### src/cmp_consts.vh
/*
 * Register offsets, field positions, reset values and mode codes for the
 * dual comparator control block.
 * Assumes a 32-bit AXI4-Lite register bus with one register per aligned word.
 */
`ifndef CMP_CONSTS_VH
`define CMP_CONSTS_VH

`define OFS_COMPARATOR_CONTROL 4'h0
`define OFS_INTERRUPT_CONTROL 4'h1
`define OFS_PERIPHERAL_IRQ_FLAGS_TWO 4'h2
`define OFS_PERIPHERAL_IRQ_ENABLES_TWO 4'h3
`define OFS_PERIPHERAL_IRQ_PRIORITIES_TWO 4'h4
`define OFS_PORT_F_PIN_LEVELS 4'h5
`define OFS_PORT_F_DIRECTION 4'h6
`define OFS_PORT_F_LATCH 4'h7

`define BIT_CMP_TWO_RESULT 7
`define BIT_CMP_ONE_RESULT 6
`define BIT_CMP_TWO_INVERT 5
`define BIT_CMP_ONE_INVERT 4
`define BIT_INPUT_SWITCH 3
`define BIT_CMP_CHANGE 6
`define BIT_GLOBAL_IRQ_ENABLE 7
`define BIT_PERIPHERAL_IRQ_ENABLE 6

`define RST_COMPARATOR_CONTROL 8'h00
`define RST_INTERRUPT_CONTROL 8'h00
`define RST_FLAGS_TWO 8'h00
`define RST_ENABLES_TWO 8'h00
`define RST_PRIORITIES_TWO 8'h4f
`define RST_PORT_F_DIRECTION 8'hff
`define RST_PORT_F_LATCH 8'h00
`define IMPL_MASK_TWO 8'h4f

`define MODE_RESET 3'h0
`define MODE_INTERNAL_REF 3'h6
`define MODE_OFF 3'h7

`define RESP_OKAY 2'h0
`define RESP_SLVERR 2'h2

`endif

### src/dual_comparator_control.v
/*
 * Digital control around two analog comparators: control register, output
 * inversion, input and output multiplexer steering, change flag with
 * mismatch capture, interrupt request and port F digital view, all reached
 * over an AXI4-Lite slave.
 * Assumes the analog comparators deliver raw outputs synchronous to aclk's
 * domain only after two flops, and that the analog switches obey the select
 * outputs. Port F is eight bits; pins configured analog read as zero.
 */
// Operation
// - Raw comparator output is high when noninverting input exceeds inverting input.
// - Per-comparator invert bits (5 and 4) complement reported and routed outputs.
// - Control bits 7 and 6 show post-inversion outputs, read only.
// - Mode field bits 2..0 selects one of eight input and output configurations.
// - In mode 110 input switch selects pins five/three or six/four.
// - Mode 110 connects internal reference to both noninverting inputs.
// - Routing modes pass raw unsynchronized outputs to port pins one and two.
// - Port direction bits still gate the drivers of routed pins.
// - Change flag sets on any output change of either comparator.
// - Flag clears only by writing zero; writing one sets it.
// - Request needs change enable, peripheral enable and global enable.
// - Mismatch keeps setting flag; control register access recaptures outputs.
// - Change coinciding with control register read may miss setting flag.
// - Active comparators run in sleep and wake device; register kept.
// - Mode 111 powers both comparators off.
// - Reset clears control register, mode 000, pins analog, comparators off.
// - Port data reads zero for pins configured analog.
// - Flag, enable and priority occupy bit 6 of their registers.
`timescale 1ns/1ns
`default_nettype none
`include "cmp_consts.vh"

module dual_comparator_control #(
    parameter ADDR_WIDTH = 6
) (
    input wire aclk,
    input wire aresetn,
    input wire [ADDR_WIDTH-1:0] s_axi_awaddr,
    input wire s_axi_awvalid,
    output reg s_axi_awready,
    input wire [31:0] s_axi_wdata,
    input wire [3:0] s_axi_wstrb,
    input wire s_axi_wvalid,
    output reg s_axi_wready,
    output reg [1:0] s_axi_bresp,
    output reg s_axi_bvalid,
    input wire s_axi_bready,
    input wire [ADDR_WIDTH-1:0] s_axi_araddr,
    input wire s_axi_arvalid,
    output reg s_axi_arready,
    output reg [31:0] s_axi_rdata,
    output reg [1:0] s_axi_rresp,
    output reg s_axi_rvalid,
    input wire s_axi_rready,
    input wire cmp_one_raw,
    input wire cmp_two_raw,
    input wire [7:0] port_f_pin_in,
    input wire sleeping,
    output reg [7:0] port_f_pin_out,
    output reg [7:0] port_f_pin_oe,
    output reg [7:0] port_f_analog,
    output reg cmp_one_power,
    output reg cmp_two_power,
    output reg [2:0] cmp_mode_field,
    output reg internal_ref_to_noninverting,
    output reg cmp_one_inv_sel_line_five,
    output reg cmp_two_inv_sel_line_three,
    output reg cmp_irq,
    output reg cmp_irq_high_priority,
    output reg wake_request
);

    // Control register fields; only bits 5..0 are storage, 7..6 are live results.
    localparam [7:0] CTL_RESET = `RST_COMPARATOR_CONTROL;
    reg cmp_two_invert;
    reg cmp_one_invert;
    reg inverting_input_switch;
    reg [2:0] mode;
    reg [7:0] interrupt_control;
    reg [7:0] peripheral_irq_flags_two;
    reg [7:0] peripheral_irq_enables_two;
    reg [7:0] peripheral_irq_priorities_two;
    reg [7:0] port_f_direction;
    reg [7:0] port_f_latch;

    // Synchronisers, captured copy and result bits.
    reg [1:0] one_sync;
    reg [1:0] two_sync;
    reg [1:0] captured;
    wire cmp_one_result;
    wire cmp_two_result;

    // Bus holding registers.
    reg aw_held;
    reg w_held;
    reg [ADDR_WIDTH-1:0] aw_addr;
    reg [31:0] w_data;
    reg [3:0] w_strb;

    // Mode decode: which modes route outputs to pins one and two.
    function routes_outputs;
        input [2:0] m;
        begin
            routes_outputs = (m == 3'h3) || (m == 3'h5);
        end
    endfunction

    // Modes 000 and 111 both hold the comparators off: 000 is the reset state,
    // 111 is the low-power choice before sleep.
    function powers_on;
        input [2:0] m;
        begin
            powers_on = (m != `MODE_RESET) && (m != `MODE_OFF);
        end
    endfunction

    // Mode decode: internal reference on both noninverting inputs, and the
    // only mode in which the input switch bit has any effect.
    function uses_internal_ref;
        input [2:0] m;
        begin
            uses_internal_ref = (m == `MODE_INTERNAL_REF);
        end
    endfunction

    // Mode decode: pins of port F (lines 1..6) left analog by a mode.
    function [7:0] analog_pins;
        input [2:0] m;
        begin
            if (m == `MODE_OFF) begin
                analog_pins = 8'h00;
            end else if (routes_outputs(m)) begin
                // Routing modes leave pins one and two digital, so that the
                // direction bits can still enable their drivers.
                analog_pins = 8'h78;
            end else if (m == 3'h4) begin
                analog_pins = 8'h78;
            end else begin
                analog_pins = 8'h7e;
            end
        end
    endfunction

    function [3:0] word_index;
        input [ADDR_WIDTH-1:0] a;
        begin
            word_index = a[5:2];
        end
    endfunction

    // Post-inversion results, derived from synchronised raw outputs.
    assign cmp_one_result = one_sync[1] ^ cmp_one_invert;
    assign cmp_two_result = two_sync[1] ^ cmp_two_invert;
    wire [1:0] results = {cmp_two_result, cmp_one_result};

    // Routed pins bypass the synchronisers, so they may glitch while an
    // analog input crosses over; the status bits never do.
    wire routed_one = cmp_one_raw ^ cmp_one_invert;
    wire routed_two = cmp_two_raw ^ cmp_two_invert;

    wire [7:0] comparator_control = {cmp_two_result, cmp_one_result, cmp_two_invert,
        cmp_one_invert, inverting_input_switch, mode};

    // A write commits once both halves are held and the last response is gone.
    wire do_write = aw_held && w_held && !s_axi_bvalid;
    wire do_read = s_axi_arvalid && s_axi_arready;
    wire [3:0] wr_idx = word_index(aw_addr);
    wire [3:0] rd_idx = word_index(s_axi_araddr);
    wire wr_lane0 = do_write && w_strb[0];
    wire ctl_access = (wr_lane0 && wr_idx == `OFS_COMPARATOR_CONTROL) ||
        (do_read && rd_idx == `OFS_COMPARATOR_CONTROL);
    wire mismatch = (captured != results);
    // A change landing on the access cycle is absorbed into the new capture,
    // so that one change may not set the flag.
    wire flag_event = mismatch && !ctl_access;
    // Software writes zero to clear the flag, or one to raise it by hand.
    wire flag_write = wr_lane0 && wr_idx == `OFS_PERIPHERAL_IRQ_FLAGS_TWO;
    wire [7:0] port_levels = port_f_pin_in & ~port_f_analog;
    // The flag sets whatever the enables say; only the request is gated.
    wire irq_enabled = peripheral_irq_enables_two[`BIT_CMP_CHANGE] &&
        interrupt_control[`BIT_PERIPHERAL_IRQ_ENABLE] &&
        interrupt_control[`BIT_GLOBAL_IRQ_ENABLE];

    // Read data mux.
    reg [7:0] rd_byte;
    reg rd_ok;
    always @* begin
        rd_ok = 1'b1;
        if (rd_idx == `OFS_COMPARATOR_CONTROL) begin
            rd_byte = comparator_control;
        end else if (rd_idx == `OFS_INTERRUPT_CONTROL) begin
            rd_byte = interrupt_control;
        end else if (rd_idx == `OFS_PERIPHERAL_IRQ_FLAGS_TWO) begin
            rd_byte = peripheral_irq_flags_two;
        end else if (rd_idx == `OFS_PERIPHERAL_IRQ_ENABLES_TWO) begin
            rd_byte = peripheral_irq_enables_two;
        end else if (rd_idx == `OFS_PERIPHERAL_IRQ_PRIORITIES_TWO) begin
            rd_byte = peripheral_irq_priorities_two;
        end else if (rd_idx == `OFS_PORT_F_PIN_LEVELS) begin
            rd_byte = port_levels;
        end else if (rd_idx == `OFS_PORT_F_DIRECTION) begin
            rd_byte = port_f_direction;
        end else if (rd_idx == `OFS_PORT_F_LATCH) begin
            rd_byte = port_f_latch;
        end else begin
            rd_byte = 8'h00;
            rd_ok = 1'b0;
        end
    end

    // Synchronisers and capture of the outputs.
    always @(posedge aclk) begin
        if (!aresetn) begin
            one_sync <= 2'h0;
            two_sync <= 2'h0;
            captured <= 2'h0;
        end else begin
            one_sync <= {one_sync[0], cmp_one_raw};
            two_sync <= {two_sync[0], cmp_two_raw};
            if (ctl_access) begin
                captured <= results;
            end
        end
    end

    // AXI4-Lite write channel: address and data accepted in either order.
    // Ready pulses while idle; a master simply holds valid until it is taken.
    always @(posedge aclk) begin
        if (!aresetn) begin
            aw_held <= 1'b0;
            w_held <= 1'b0;
            aw_addr <= {ADDR_WIDTH{1'b0}};
            w_data <= 32'h0;
            w_strb <= 4'h0;
            s_axi_awready <= 1'b0;
            s_axi_wready <= 1'b0;
            s_axi_bvalid <= 1'b0;
            s_axi_bresp <= `RESP_OKAY;
        end else begin
            s_axi_awready <= !aw_held && !s_axi_awready && !s_axi_bvalid;
            s_axi_wready <= !w_held && !s_axi_wready && !s_axi_bvalid;
            if (s_axi_awvalid && s_axi_awready) begin
                aw_held <= 1'b1;
                aw_addr <= s_axi_awaddr;
                s_axi_awready <= 1'b0;
            end
            if (s_axi_wvalid && s_axi_wready) begin
                w_held <= 1'b1;
                w_data <= s_axi_wdata;
                w_strb <= s_axi_wstrb;
                s_axi_wready <= 1'b0;
            end
            if (do_write) begin
                aw_held <= 1'b0;
                w_held <= 1'b0;
                s_axi_bvalid <= 1'b1;
                s_axi_bresp <= (wr_idx <= `OFS_PORT_F_LATCH && aw_addr[5:2] < 4'h8) ?
                    `RESP_OKAY : `RESP_SLVERR;
            end else if (s_axi_bvalid && s_axi_bready) begin
                s_axi_bvalid <= 1'b0;
            end
        end
    end

    // AXI4-Lite read channel: one-cycle turnaround after address acceptance.
    // Only one read at a time: arready stays low while the data waits.
    always @(posedge aclk) begin
        if (!aresetn) begin
            s_axi_arready <= 1'b0;
            s_axi_rvalid <= 1'b0;
            s_axi_rdata <= 32'h0;
            s_axi_rresp <= `RESP_OKAY;
        end else begin
            s_axi_arready <= !s_axi_rvalid && !s_axi_arready;
            if (do_read) begin
                s_axi_arready <= 1'b0;
                s_axi_rvalid <= 1'b1;
                s_axi_rdata <= {24'h0, rd_byte};
                s_axi_rresp <= rd_ok ? `RESP_OKAY : `RESP_SLVERR;
            end else if (s_axi_rvalid && s_axi_rready) begin
                s_axi_rvalid <= 1'b0;
            end
        end
    end

    // Register file. Sleep has no effect here, so contents survive wake-up.
    always @(posedge aclk) begin
        if (!aresetn) begin
            cmp_two_invert <= CTL_RESET[`BIT_CMP_TWO_INVERT];
            cmp_one_invert <= CTL_RESET[`BIT_CMP_ONE_INVERT];
            inverting_input_switch <= CTL_RESET[`BIT_INPUT_SWITCH];
            mode <= CTL_RESET[2:0];
            interrupt_control <= `RST_INTERRUPT_CONTROL;
            peripheral_irq_flags_two <= `RST_FLAGS_TWO;
            peripheral_irq_enables_two <= `RST_ENABLES_TWO;
            peripheral_irq_priorities_two <= `RST_PRIORITIES_TWO;
            port_f_direction <= `RST_PORT_F_DIRECTION;
            port_f_latch <= `RST_PORT_F_LATCH;
        end else begin
            if (wr_lane0) begin
                if (wr_idx == `OFS_COMPARATOR_CONTROL) begin
                    cmp_two_invert <= w_data[`BIT_CMP_TWO_INVERT];
                    cmp_one_invert <= w_data[`BIT_CMP_ONE_INVERT];
                    inverting_input_switch <= w_data[`BIT_INPUT_SWITCH];
                    mode <= w_data[2:0];
                end else if (wr_idx == `OFS_INTERRUPT_CONTROL) begin
                    interrupt_control <= w_data[7:0];
                end else if (wr_idx == `OFS_PERIPHERAL_IRQ_ENABLES_TWO) begin
                    peripheral_irq_enables_two <= w_data[7:0] & `IMPL_MASK_TWO;
                end else if (wr_idx == `OFS_PERIPHERAL_IRQ_PRIORITIES_TWO) begin
                    peripheral_irq_priorities_two <= w_data[7:0] & `IMPL_MASK_TWO;
                end else if (wr_idx == `OFS_PORT_F_DIRECTION) begin
                    port_f_direction <= w_data[7:0];
                end else if (wr_idx == `OFS_PORT_F_LATCH) begin
                    port_f_latch <= w_data[7:0];
                end
            end
            // Hardware set wins over a software clear in the same cycle.
            if (flag_write) begin
                peripheral_irq_flags_two <= w_data[7:0] & `IMPL_MASK_TWO;
            end
            if (flag_event) begin
                peripheral_irq_flags_two[`BIT_CMP_CHANGE] <= 1'b1;
            end
        end
    end

    // Pin, analog steering and interrupt outputs, all registered.
    always @(posedge aclk) begin
        if (!aresetn) begin
            port_f_pin_out <= 8'h00;
            port_f_pin_oe <= 8'h00;
            port_f_analog <= 8'h7e;
            cmp_one_power <= 1'b0;
            cmp_two_power <= 1'b0;
            cmp_mode_field <= `MODE_RESET;
            internal_ref_to_noninverting <= 1'b0;
            cmp_one_inv_sel_line_five <= 1'b0;
            cmp_two_inv_sel_line_three <= 1'b0;
            cmp_irq <= 1'b0;
            cmp_irq_high_priority <= 1'b0;
            wake_request <= 1'b0;
        end else begin
            cmp_mode_field <= mode;
            cmp_one_power <= powers_on(mode);
            cmp_two_power <= powers_on(mode);
            internal_ref_to_noninverting <= uses_internal_ref(mode);
            cmp_one_inv_sel_line_five <= uses_internal_ref(mode) &&
                inverting_input_switch;
            cmp_two_inv_sel_line_three <= uses_internal_ref(mode) &&
                inverting_input_switch;
            port_f_analog <= analog_pins(mode);
            // Routed pins carry the raw, unsynchronised result with inversion.
            if (routes_outputs(mode)) begin
                port_f_pin_out <= {port_f_latch[7:3], routed_two, routed_one,
                    port_f_latch[0]};
            end else begin
                port_f_pin_out <= port_f_latch;
            end
            port_f_pin_oe <= ~port_f_direction & ~analog_pins(mode);
            cmp_irq <= peripheral_irq_flags_two[`BIT_CMP_CHANGE] && irq_enabled;
            cmp_irq_high_priority <= peripheral_irq_priorities_two[`BIT_CMP_CHANGE];
            wake_request <= sleeping && peripheral_irq_flags_two[`BIT_CMP_CHANGE] &&
                peripheral_irq_enables_two[`BIT_CMP_CHANGE];
        end
    end

endmodule
`default_nettype wire

### config.mk
export PLATFORM = sky130hd
export DESIGN_NAME = dual_comparator_control
export DESIGN_NICKNAME = d
export VERILOG_FILES = /design/src/dual_comparator_control.v
export VERILOG_INCLUDE_DIRS = /design/src
export SDC_FILE = /design/constraint.sdc
export NUM_CORES = 1
export LEC_CHECK = 0
export ABC_AREA = 1
export BUFFER_PORTS_ARGS = -buffer_cell sky130_fd_sc_hd__buf_2
export CORE_MARGIN = 3
export CORE_UTILIZATION = 40
export DETAILED_ROUTE_END_ITERATION = 10
export PLACE_DENSITY = 0.69
export SLEW_MARGIN = 20
export SYNTH_ARGS = -nofsm -noshare
export SYNTH_HDL_FRONTEND = slang
export SYNTH_SLANG_ARGS = --single-unit
export TNS_END_PERCENT = 1
### constraint.sdc
create_clock -name aclk -period 1.44 [get_ports aclk]
set_input_delay 0.072 -clock aclk [delete_from_list [all_inputs] [get_ports aclk]]
set_output_delay 0.072 -clock aclk [all_outputs]
set_load 0.01 [all_outputs]
==> summary.md, run 1 <==
| Metric | Value |
|---|---|
| Status | `complete, but fails checks` |
| Failing checks | `negative hold slack` |
| CTS Sinks | `108` |
| Mapped Cells | `a little under 600` |
| Routability Congestion | `between 0.8 and 0.9` |
| Final Cycle Share | `98.60%` |
| Final Cell Area | `5524 um^2` |
| Slowest cell on crit path | `dfxtp_2` |
| Worst hold path type | `in2reg` |
| Hold Fails Final Rpt | `1` |
| GRT Resource Usage Total | `17.88%` |
| Dpl hpwl | `8301 um` |
| Reg clk slew, reported paths | `70 ps` |
| Ports | `around 140` |
| Cell taking the most area after synthesis | `dfxtp_1` |
| Crit-path max cell delay | `340 ps` |
| CORE AREA | `10980 um^2` |
| Kind of critical path | `reg2reg` |
| Yosys warnings | `0` |
| Clk root buf | `clkbuf_16` |
| Register area share after synthesis | `a little under half` |
| First-pass GRT wire length | `~18000 um` |
| Top sig layer | `met4` |
| Routed wl met2 | `just over 5000 um` |
| Grt ovf | `0` |
| Mux cell area share after synthesis | `0%` |
| Antenna Violating Nets Remaining | `0` |
| Wire length per cell | `between 10 and 15 um` |
| Most frequent CP cell | `inv_2` |
| CTS buffer count | `9` |
| CTS tree | `done` |
| Crit path launch type | `flip-flop` |
| Layout area overhead | `21.52%` |
| Rows | `38` |
| Setup WS post-layout | `20.21 ps` |
| Worst-path cell chain | `inv_2, nor2_2, nand2_2, inv_2, nand2_4, inv_4, nand4_1, buf_4, o211ai_1` |
| Worst-case clock buffer depth | `2` |
| Pwr Total | `between 5 and 6 mW` |
| Met3 wire length | `861 um` |
| Die Height | `112.6 um` |
| TritonRoute pass-1 iters | `4` |
| DIE AREA | `12680 um^2` |
| Critical path endpoint category | `flip-flop` |
| Fin crit period | `1420 ps` |
| Post-route setup TNS | `0 ps` |
| Port Buffer Count | `between 80 and 90` |
| Max-cap violations | `0` |
| Pins Over Slew Limit | `0` |
| Flops & latches, synth | `about 110` |
| Worst VDD drop | `0.5257 mV` |
| Die width | `112.6 um` |
| Largest family of logic cells by synthesized area | `simple AND/OR/NAND/NOR gates` |
| Compound-Gate Fraction of Synth Area | `roughly 15%` |
| Critical path arrival | `between 1500 and 2000 ps` |
| CP Max Fanout | `6` |
| Initial Util | `41.39%` |
| H-tree Lvls | `3` |
| Power density over cell area | `1082 nW/um^2` |
| Routed WL | `roughly 11000 um` |
| Synth Area in Adders | `0%` |
| Vias in the first global route | `3754` |
| Share of layout cells above drive strength 1 | `22.80%` |
| Main area contributors after synthesis | `dfxtp_1 48%, nor2_1 6.8%, o21ai_0 6.2%` |
| Worst Hold Slack | `-6.692 ps` |
| Count leader, synth | `dfxtp_1` |
| RSZ-0062 raised after global routing | `true` |
| Post-Synth Simple-Gate Area | `22.32%` |
| Vias | `3936` |
| Post-layout util | `50.30%` |
| Endpoints failing setup | `0` |
| Xor/xnor share of the synthesized area | `1.156%` |
| WHS Path Cells | `3` |
| # DRC | `0` |
| Pin count of the biggest net entering global routing | `45` |
| N_diodes | `0` |
| Setup WS pre-CTS | `-11.18 ps` |
| Synthesized cell area | `4546 um^2` |
| Initial antenna violation count | `0` |
| LEAKAGE | `between 2 and 3 nW` |
| Vias/cell | `4.725` |
| Placed Cells | `801` |
| Clk_lat worst skew | `350 ps` |
| Dpl cell area | `just over 5000 um^2` |
| Primary FF master, synth | `dfxtp_1` |
| Worst Skew | `between 10 and 15 ps` |
| Average cell area after synthesis | `7.757 um^2` |
| Non-filler instance count after layout | `833` |
| Netlist cell types | `36` |
| Worst Reg-to-Reg Cells | `9` |
| Post-synth EDFFs | `0` |
| Req. time, crit path | `roughly 1700 ps` |
| Max Fclk | `704.3 MHz` |
| Starting DRC count in detailed routing | `264` |
| Async set-reset flop share out of synthesis | `0%` |
| Layout Nets | `754` |
| Post-synth top cells | `108 x dfxtp_1, 82 x nor2_1, 66 x nand2_1, 63 x inv_1, 56 x o21ai_0` |
| DRT met1 WL | `roughly 4800 um` |
| Synth top area share | `47.56%` |
## worst paths after layout
kind         slack [ps]                                to              startpoint
max                  20  port_f_direction[6]$_SDFFE_PN1P_     w_held$_SDFFE_PP0P_
min                  -7            w_data[1]$_SDFFE_PN0P_          s_axi_wdata[1]
max reg2reg          20  port_f_direction[6]$_SDFFE_PN1P_     w_held$_SDFFE_PP0P_
min reg2reg         420            two_sync[1]$_SDFF_PN0_  two_sync[0]$_SDFF_PN0_
## layout make-up
cell class,instances,area (um^2)
fillers,1055,5459
flip-flops and latches,108,2165
multi-input cells,375,1884
repair buffers,112,700.7
inverters,82,317.8
clock buffers,13,260.3
well taps,140,175.2
clock inverters,3,21.27
## placed cells by master (no fill, tap or decap), drive strengths merged, types with 6 or more instances in the layout
cell	n
nand2	73
nand3	29
nor3	6
xor2	6
conb	28
nor2	90
a21oi	45
o21ai	71
dfxtp	108
inv	80
clkbuf	13
dlygate4sd3	11
nand4	11
buf	101
## cell families (layout without fill, tap and decap cells)
kind of cell / Yosys count / count (layout)
xor gates and xnor gates: 6 / 6
DFF: 108 / 108
other: 1 / 28
buffers and inverters: 131 / 210
and+or+nand+nor: 213 / 214
AOI/OAI and AO/OA: 127 / 127
## per-layer routing
layer,track usage [%],vias to the layer above
met3,3.019,21
li1,-,2039
met4,8.974,0
met1,22.97,1735
met5,0,-
met2,28.99,141
## flip-flops by register name (all words and copies together), names as in the netlist, 8 cells and up
register and flops:
interrupt_control 8, port_f_pin_out 8, port_f_latch 8, port_f_direction 8, port_f_pin_oe 8, s_axi_rdata 8, w_data 8
## power by group
group	leakage (nW)	internal (mW)	switching, mW	total (mW)
logic	1.68	0.192	0.329	0.520
registers	0.877	3.05	0.0809	3.13
clock network	0.136	1.27	1.05	2.32
total	2.69	4.51	1.46	5.98
## timing repair
item	4_1_cts	5_1_grt
gates resized for setup	1	14
hold buffers	11	0
cloned	0	1
pin swaps	0	2
setup buffers	1	3
endpoints found under the setup margin	4	33
hold endpoints to repair	11	0
## critical path, delay by kind of cell (launching register included)
family / cells / cell delay [ps]
buf+inv: 4 / 420
compound gates: 1 / 190
flops: 1 / 340
simple gates: 4 / 380
No activity file was read; power rests on OpenSTA's default activity.
==> run 2, diff against run 1 <==
CORE_MARGIN = not set   (was 3)
==> run 2 against run 1 <==
- the run ends with negative setup slack left
- combinational power is 4.4% higher
- routed wire length grew 2.6%
- clock skew fell by 2.5 ps
- critical endpoint is now peripheral_irq_flags_two[6]$_SDFFE_PN0P_
==> summary.md, run 2 (synthesized netlist as in run 1, its figures left out) <==
| Metric | Value |
|---|---|
| Fin crit period | `1467 ps (+46.78 ps)` |
| DIE AREA | `11790 um^2 (-7.0%)` |
| Non-filler instance count after layout | `837 (+0.48%)` |
| CTS buffer count | `9 (unchanged)` |
| Layout Nets | `759 (+0.66%)` |
| # DRC | `0 (unchanged)` |
| CORE AREA | `10940 um^2 (-0.43%)` |
| Max-cap violations | `0 (unchanged)` |
| Switching Share | `22.01% (-2.4 points)` |
| Pin count of the biggest net entering global routing | `32 (-29%)` |
| Critical path endpoint category | `flip-flop` |
| Initial Util | `41.57% (+0.18 points)` |
| Kind of critical path | `reg2reg` |
| Routed WL | `11420 um (+2.6%)` |
| Worst-case clock buffer depth | `2 (unchanged)` |
| Power density over cell area | `1175 nW/um^2 (+8.6%)` |
| Clock Power Share | `44.9% (+6.1 points)` |
| Crit path launch type | `flip-flop` |
| Endpoints failing setup | `5 (+5)` |
| Worst slew margin | `66.17%` |
| Leading cell type in the layout, fill and taps excluded | `dfxtp_1` |
| First-pass GRT wire length | `17440 um (-3.3%)` |
| Reg clk slew, reported paths | `70 ps (about the same)` |
| Setup WS post-layout | `-26.56 ps (-46.78 ps)` |
| Clk root buf | `clkbuf_16` |
| Grt ovf | `0 (unchanged)` |
| Routability Congestion | `0.8799 (-1.9%)` |
| Vias in the first global route | `3680 (-2.0%)` |
| Port Buffer Count | `82 (unchanged)` |
| Status | `complete, but fails checks` |
| Share of layout cells above drive strength 1 | `24.25% (+1.4 points)` |
| Antenna Violating Nets Remaining | `0 (unchanged)` |
| Hold Fails Final Rpt | `0 (-1)` |
| Switching power | `1.472 mW (+0.72%)` |
| Critical path arrival | `1710 ps (+30 ps)` |
| Worst hold path type | `in2reg` |
| Rows | `38 (unchanged)` |
| Ports | `142 (unchanged)` |
| CTS tree | `done` |
| Initial antenna violation count | `0 (unchanged)` |
| Final Cycle Share | `101.8% (+3.2 points)` |
| Starting DRC count in detailed routing | `273 (+3.4%)` |
| Worst VDD drop | `0.6410 mV (+22%)` |
| Most frequent cells in the layout | `105 x dfxtp_1, 82 x buf_2, 78 x nor2_1` |
| Worst Skew | `7.685 ps (-2.482 ps)` |
| N_diodes | `0 (unchanged)` |
| Dpl hpwl | `8147 um (-1.9%)` |
| Failing checks | `negative setup slack` |
| GRT Resource Usage Total | `19.58% (+1.7 points)` |
| Placed Cells | `801 (unchanged)` |
| Vias/cell | `4.909 (+3.9%)` |
| H-tree Lvls | `3 (unchanged)` |
| CP Max Fanout | `5 (-1)` |
| Max Fclk | `681.9 MHz (-3.2%)` |
| RSZ-0062 raised after global routing | `true` |
| CTS Sinks | `108 (unchanged)` |
| TritonRoute pass-1 iters | `6 (+2)` |
| Pwr Total | `6.687 mW (+12%)` |
| LEAKAGE | `2.769 nW (+2.9%)` |
| Clk_lat worst skew | `350 ps (about the same)` |
| Wire length per cell | `13.65 um (+2.1%)` |
| Layout area overhead | `25.24%` |
| Die width | `108.6 um (-3.6%)` |
| Vias | `4109 (+4.4%)` |
| Internal power | `5.215 mW (+16%)` |
| Pins Over Slew Limit | `0 (unchanged)` |
| Req. time, crit path | `1680 ps (-20 ps)` |
| Die Height | `108.6 um (-3.6%)` |
| Sequential Power Share | `47.0% (-5.4 points)` |
| Worst-Margin Slew | `506.7 ps` |
| Logic pwr share | `8.1% (-0.6 points)` |
[run 2: critical path, cell delays in order (launching register included)]
cell and delay [ps]:
dfxtp_2 340, inv_2 40, nor2_2 100, nand2_2 60, inv_2 80, nand2_4 80, nor3_4 290, inv_2 90
nand2_1 90, nand3_1 80, nand2_1 80, inv_1 40
[run 2: area by class of cell]
cell class,count,area (um^2)
Fill cell,1065,5243
Multi-Input combinational cell,375,1926
Clock inverter,4,120.1
Timing Repair Buffer,117,732.0
Inverter,82,321.6
Sequential cell,108,2166
Tap cell,140,175.2
Clock buffer,11,252.7
[run 2: through the flow]
| step | setup WS [ps] | setup TNS [ps] | hold slack, ps | util (%) | cell area [um^2] |
|---|---|---|---|---|---|
| after floorplan | 104.6 | 0 | 165.5 | - | 4647 |
| after global placement | 41.86 | 0 | 289.6 | 46.21 | 5054 |
| after detailed placement | -3.096 | -3.096 | 304.3 | 46.21 | 5054 |
| after CTS | 15.44 | 0 | 2.996 | 50.86 | 5562 |
| after global routing | -147.7 | -948.3 | 16.34 | 52.06 | 5693 |
| final | -26.56 | -78.74 | 7.349 | 52.06 | 5693 |
[run 2: path summary, 6_finish.rpt]
check | start | cells after the start | to | slack [ps]
worst max-delay path | w_held$_SDFFE_PP0P_ | 11 | peripheral_irq_flags_two[6]$_SDFFE_PN0P_ | -30
worst min register to register | port_f_direction[4]$_SDFFE_PN1P_ | 1 | port_f_pin_oe[4]$_SDFF_PN0_ | 410
worst max register to register | w_held$_SDFFE_PP0P_ | 11 | peripheral_irq_flags_two[6]$_SDFFE_PN0P_ | -30
worst min-delay path | s_axi_awaddr[4] | 3 | aw_addr[4]$_SDFFE_PN0P_ | 7
[run 2: what timing repair did]
item                                    4_1_cts  5_1_grt
gates resized for setup                       1       24
endpoints found under the setup margin        4       35
buffers inserted                              0        7
pin swaps                                     0        7
hold buffers                                 13        0
endpoints found under the hold margin        13        0
gates cloned                                  0        1
[run 2: power groups by stage]
stage / sequential [mW] / clock [mW] / combinational (mW)
finish: 3.14 / 3.00 / 0.543
global route: 3.15 / 3.16 / 0.607
CTS: 3.13 / 3.05 / 0.516
detailed placement: 3.20 / 0 / 0.486
global placement: 3.19 / 0 / 0.476
floorplan: 3.18 / 0 / 0.356
[run 2: metal layers]
layer  routed length (um)  global-route usage, %
met5                    0                      0
met3                  711                  4.159
met4                  286                  8.977
met1                 4983                  24.18
met2                 5442                  32.55
==> run 3, diff against run 2 <==
CTS_BUF_LIST = sky130_fd_sc_hd__clkbuf_8   (was not set)
TNS_END_PERCENT = 20   (was 1)
==> run 3 against run 2 <==
- the flow now finishes without violations
- sequential power hardly changed
- total power is 8.9% lower
- non-clock buffer count is 3 higher
- die area stayed put
- combinational power hardly changed
- worst hold slack better by 11 ps
- clock skew is 3.3 ps higher
- via count is 0.92% lower
- setup slack better by 36 ps
- fmax is 2.5% higher
- clock power is 20% lower
- sequential share of layout area is 0.79 points higher
- largest cell class unchanged
- largest power group unchanged
==> summary.md, run 3 (synthesized netlist as in run 1, its figures left out) <==
| Metric | Value |
|---|---|
| Power density over cell area | `1092 nW/um^2 (-7.1%)` |
| Dpl hpwl | `8147 um (unchanged)` |
| Worst-path cell chain | `inv_2, nor2_2, nand2_2, inv_2, nand2_4, nor3_4, inv_2, nand2_1, nand3_1, nand2_1, inv_1` |
| Fillers | `1080 (+1.4%)` |
| Slowest cell on crit path | `dfxtp_2` |
| Pins Over Slew Limit | `0 (unchanged)` |
| Hold Path Origin | `port_f_pin_in[7]` |
| FF-to-FF setup slack | `9 ps (+40 ps)` |
| CP Max Fanout | `5 (unchanged)` |
| Pin count of the biggest net entering global routing | `32 (unchanged)` |
| Internal power | `4.673 mW (-10%)` |
| First-pass GRT wire length | `17330 um (-0.68%)` |
| LEAKAGE | `2.711 nW (-2.1%)` |
| Port Buffer Count | `82 (unchanged)` |
| Req. time, crit path | `1720 ps (+40 ps)` |
| Most used routing layer | `met2` |
| Rows | `38 (unchanged)` |
| Kind of critical path | `reg2reg` |
| Critical path arrival | `1710 ps (about the same)` |
| Worst Reg-to-Reg Cells | `11 (unchanged)` |
| Vias/cell | `4.846 (-1.3%)` |
| DIE AREA | `11790 um^2 (unchanged)` |
| Layout Nets | `762 (+0.40%)` |
| CTS buffer count | `9 (unchanged)` |
| Clk_lat worst skew | `380 ps (+30 ps)` |
| Crit-path max cell delay | `350 ps (about the same)` |
| Fin crit period | `1431 ps (-35.85 ps)` |
| Clock Power Share | `39.6% (-5.3 points)` |
| H-tree Lvls | `3 (unchanged)` |
| Critical path endpoint category | `flip-flop` |
| Final Cycle Share | `99.35% (-2.5 points)` |
| CTS Sinks | `108 (unchanged)` |
| N_diodes | `0 (unchanged)` |
| Ports | `142 (unchanged)` |
| Antenna Violating Nets Remaining | `0 (unchanged)` |
| Met1 Usage GRT | `24.22% (+0.037 points)` |
| Die width | `108.6 um (unchanged)` |
| CORE AREA | `10940 um^2 (unchanged)` |
| Routability Congestion | `0.8799 (unchanged)` |
| Initial Util | `41.57% (unchanged)` |
| Routed WL | `11300 um (-1.1%)` |
| Clk root buf | `clkbuf_8` |
| R2r startpoint | `w_held$_SDFFE_PP0P_` |
| Wire length per cell | `13.45 um (-1.4%)` |
| Die Height | `108.6 um (unchanged)` |
| Worst-case clock buffer depth | `2 (unchanged)` |
| Met3 Use GR | `3.677% (-0.48 points)` |
| Most frequent CP cell | `inv_2` |
| Hold worst-path end | `s_axi_rdata[7]$_SDFFE_PN0P_` |
| Worst hold path type | `in2reg` |
| Worst VDD drop | `0.4972 mV (-22%)` |
| Vias in the first global route | `3664 (-0.43%)` |
| # DRC | `0 (unchanged)` |
| RSZ-0062 raised after global routing | `true` |
| Placed Cells | `801 (unchanged)` |
| Reg-to-reg endpoint | `peripheral_irq_flags_two[6]$_SDFFE_PN0P_` |
| CP Buf/Inv Count | `4 (unchanged)` |
| Crit-path leading delay family | `simple AND/OR/NAND/NOR gates` |
| Initial antenna violation count | `0 (unchanged)` |
| Non-filler instance count after layout | `840 (+0.36%)` |
| Hold Fails Final Rpt | `0 (unchanged)` |
| Max Fclk | `699.0 MHz (+2.5%)` |
| Worst Skew | `10.98 ps (+3.293 ps)` |
| Switching power | `1.417 mW (-3.7%)` |
| Dpl cell area | `5054 um^2 (unchanged)` |
| Grt ovf | `0 (unchanged)` |
| Sequential Power Share | `51.5% (+4.5 points)` |
| Endpoints failing setup | `0 (-5)` |
| WHS Path Cells | `3 (unchanged)` |
| Vias | `4071 (-0.92%)` |
| GR met2 Demand/Resource | `31.87% (-0.68 points)` |
| Area of the multi-input gates | `1881 um^2 (-2.3%)` |
| Max-cap violations | `0 (unchanged)` |
| Register area | `2166 um^2 (unchanged)` |
| Final Cell Area | `5578 um^2 (-2.0%)` |
| Leading cell type in the layout, fill and taps excluded | `dfxtp_1` |
| Status | `finished, final reports clean` |
| Starting DRC count in detailed routing | `282 (+3.3%)` |
| Share of layout cells above drive strength 1 | `23.29% (-0.96 points)` |
| Reg clk slew, reported paths | `90 ps (+20 ps)` |
| Layout area overhead | `22.71%` |
| TritonRoute pass-1 iters | `5 (-1)` |
| Logic pwr share | `8.9% (+0.8 points)` |
| Switching Share | `23.27% (+1.3 points)` |
| CTS tree | `done` |
| GRT Resource Usage Total | `19.47% (-0.12 points)` |
| Most frequent cells in the layout | `105 x dfxtp_1, 82 x nor2_1, 82 x buf_2` |
| Crit path launch type | `flip-flop` |
## run 3: cell types whose count changed in the layout (fill, tap and decap cells not counted), moves of 2 or more
cell,previous run,this run
clkbuf_16,9,0
clkbuf_8,2,11
dlygate4sd3_1,13,18
nor2_1,78,82
nor2_4,8,5
o21ai_0,51,53
o21ai_1,20,18
## run 3: worst max path at each step
| stage | startpoint | endpoint | slack [ps] | depth (start not counted) |
|---|---|---|---|---|
| after floorplan | s_axi_bvalid$_SDFFE_PN0P_ | inverting_input_switch$_SDFFE_PN0P_ | 100 | 9 |
| after global routing | w_held$_SDFFE_PP0P_ | peripheral_irq_flags_two[6]$_SDFFE_PN0P_ | -110 | 11 |
| after global placement | w_held$_SDFFE_PP0P_ | mode[0]$_SDFFE_PN0P_ | 40 | 9 |
| after CTS | w_held$_SDFFE_PP0P_ | port_f_latch[7]$_SDFFE_PN0P_ | 7 | 9 |
| after detailed placement | w_held$_SDFFE_PP0P_ | mode[1]$_SDFFE_PN0P_ | -3 | 9 |
| final | w_held$_SDFFE_PP0P_ | peripheral_irq_flags_two[6]$_SDFFE_PN0P_ | 9 | 11 |
## run 3: layout make-up
cell class / count / area share [%]
Inverter: 82 / 5.765
Tap cell: 140 / 3.140
Timing Repair Buffer: 120 / 13.68
Multi-Input combinational cell: 375 / 33.71
Sequential cell: 108 / 38.83
Clock buffer: 11 / 2.714
Clock inverter: 4 / 2.153
## run 3: power groups by stage
stage	Sequential, mW	Combinational [mW]	Clock (mW)
3_3_place_gp	3.19	0.476	0
2_1_floorplan	3.18	0.356	0
6_report	3.13	0.540	2.41
5_1_grt	3.14	0.605	2.55
4_1_cts	3.13	0.526	2.45
3_5_place_dp	3.20	0.486	0
## run 3: per-stage QoR
| stage | utilization (%) | TNS, ps | setup WS (ps) | power [mW] | hold WS, ps |
|---|---|---|---|---|---|
| after floorplan | - | 0 | 104.6 | 3.538 | 165.5 |
| after global placement | 46.21 | 0 | 41.86 | 3.669 | 289.6 |
| after detailed placement | 46.21 | -3.096 | -3.096 | 3.684 | 304.3 |
| after CTS | 50.39 | 0 | 7.497 | 6.103 | 17.07 |
| after global routing | 51.01 | -433.9 | -111.3 | 6.292 | 52.91 |
| final | 51.01 | 0 | 9.293 | 6.089 | 18.80 |
## run 3: per-layer routing
layer	wire length (um)	up-vias
li1	-	2053
met1	4999	1852
met2	5244	142
met3	683	24
met4	373	0
met5	0	-
## run 3: worst reg2reg max path: stages (launching register included)
cell,delay [ps]
dfxtp_2,350
inv_2,40
nor2_2,80
nand2_2,60
inv_2,80
nand2_4,90
nor3_4,280
inv_2,100
nand2_1,70
nand3_1,80
nand2_1,70
inv_1,40
## run 3: timing repair
action                                  in CTS  in global routing
hold buffers                                18                  0
gates resized for setup                      2                 10
buffers inserted                             0                  5
gates cloned                                 0                  1
pin swaps                                    0                  2
endpoints found under the hold margin       18                  0
endpoints found under the setup margin       5                 34
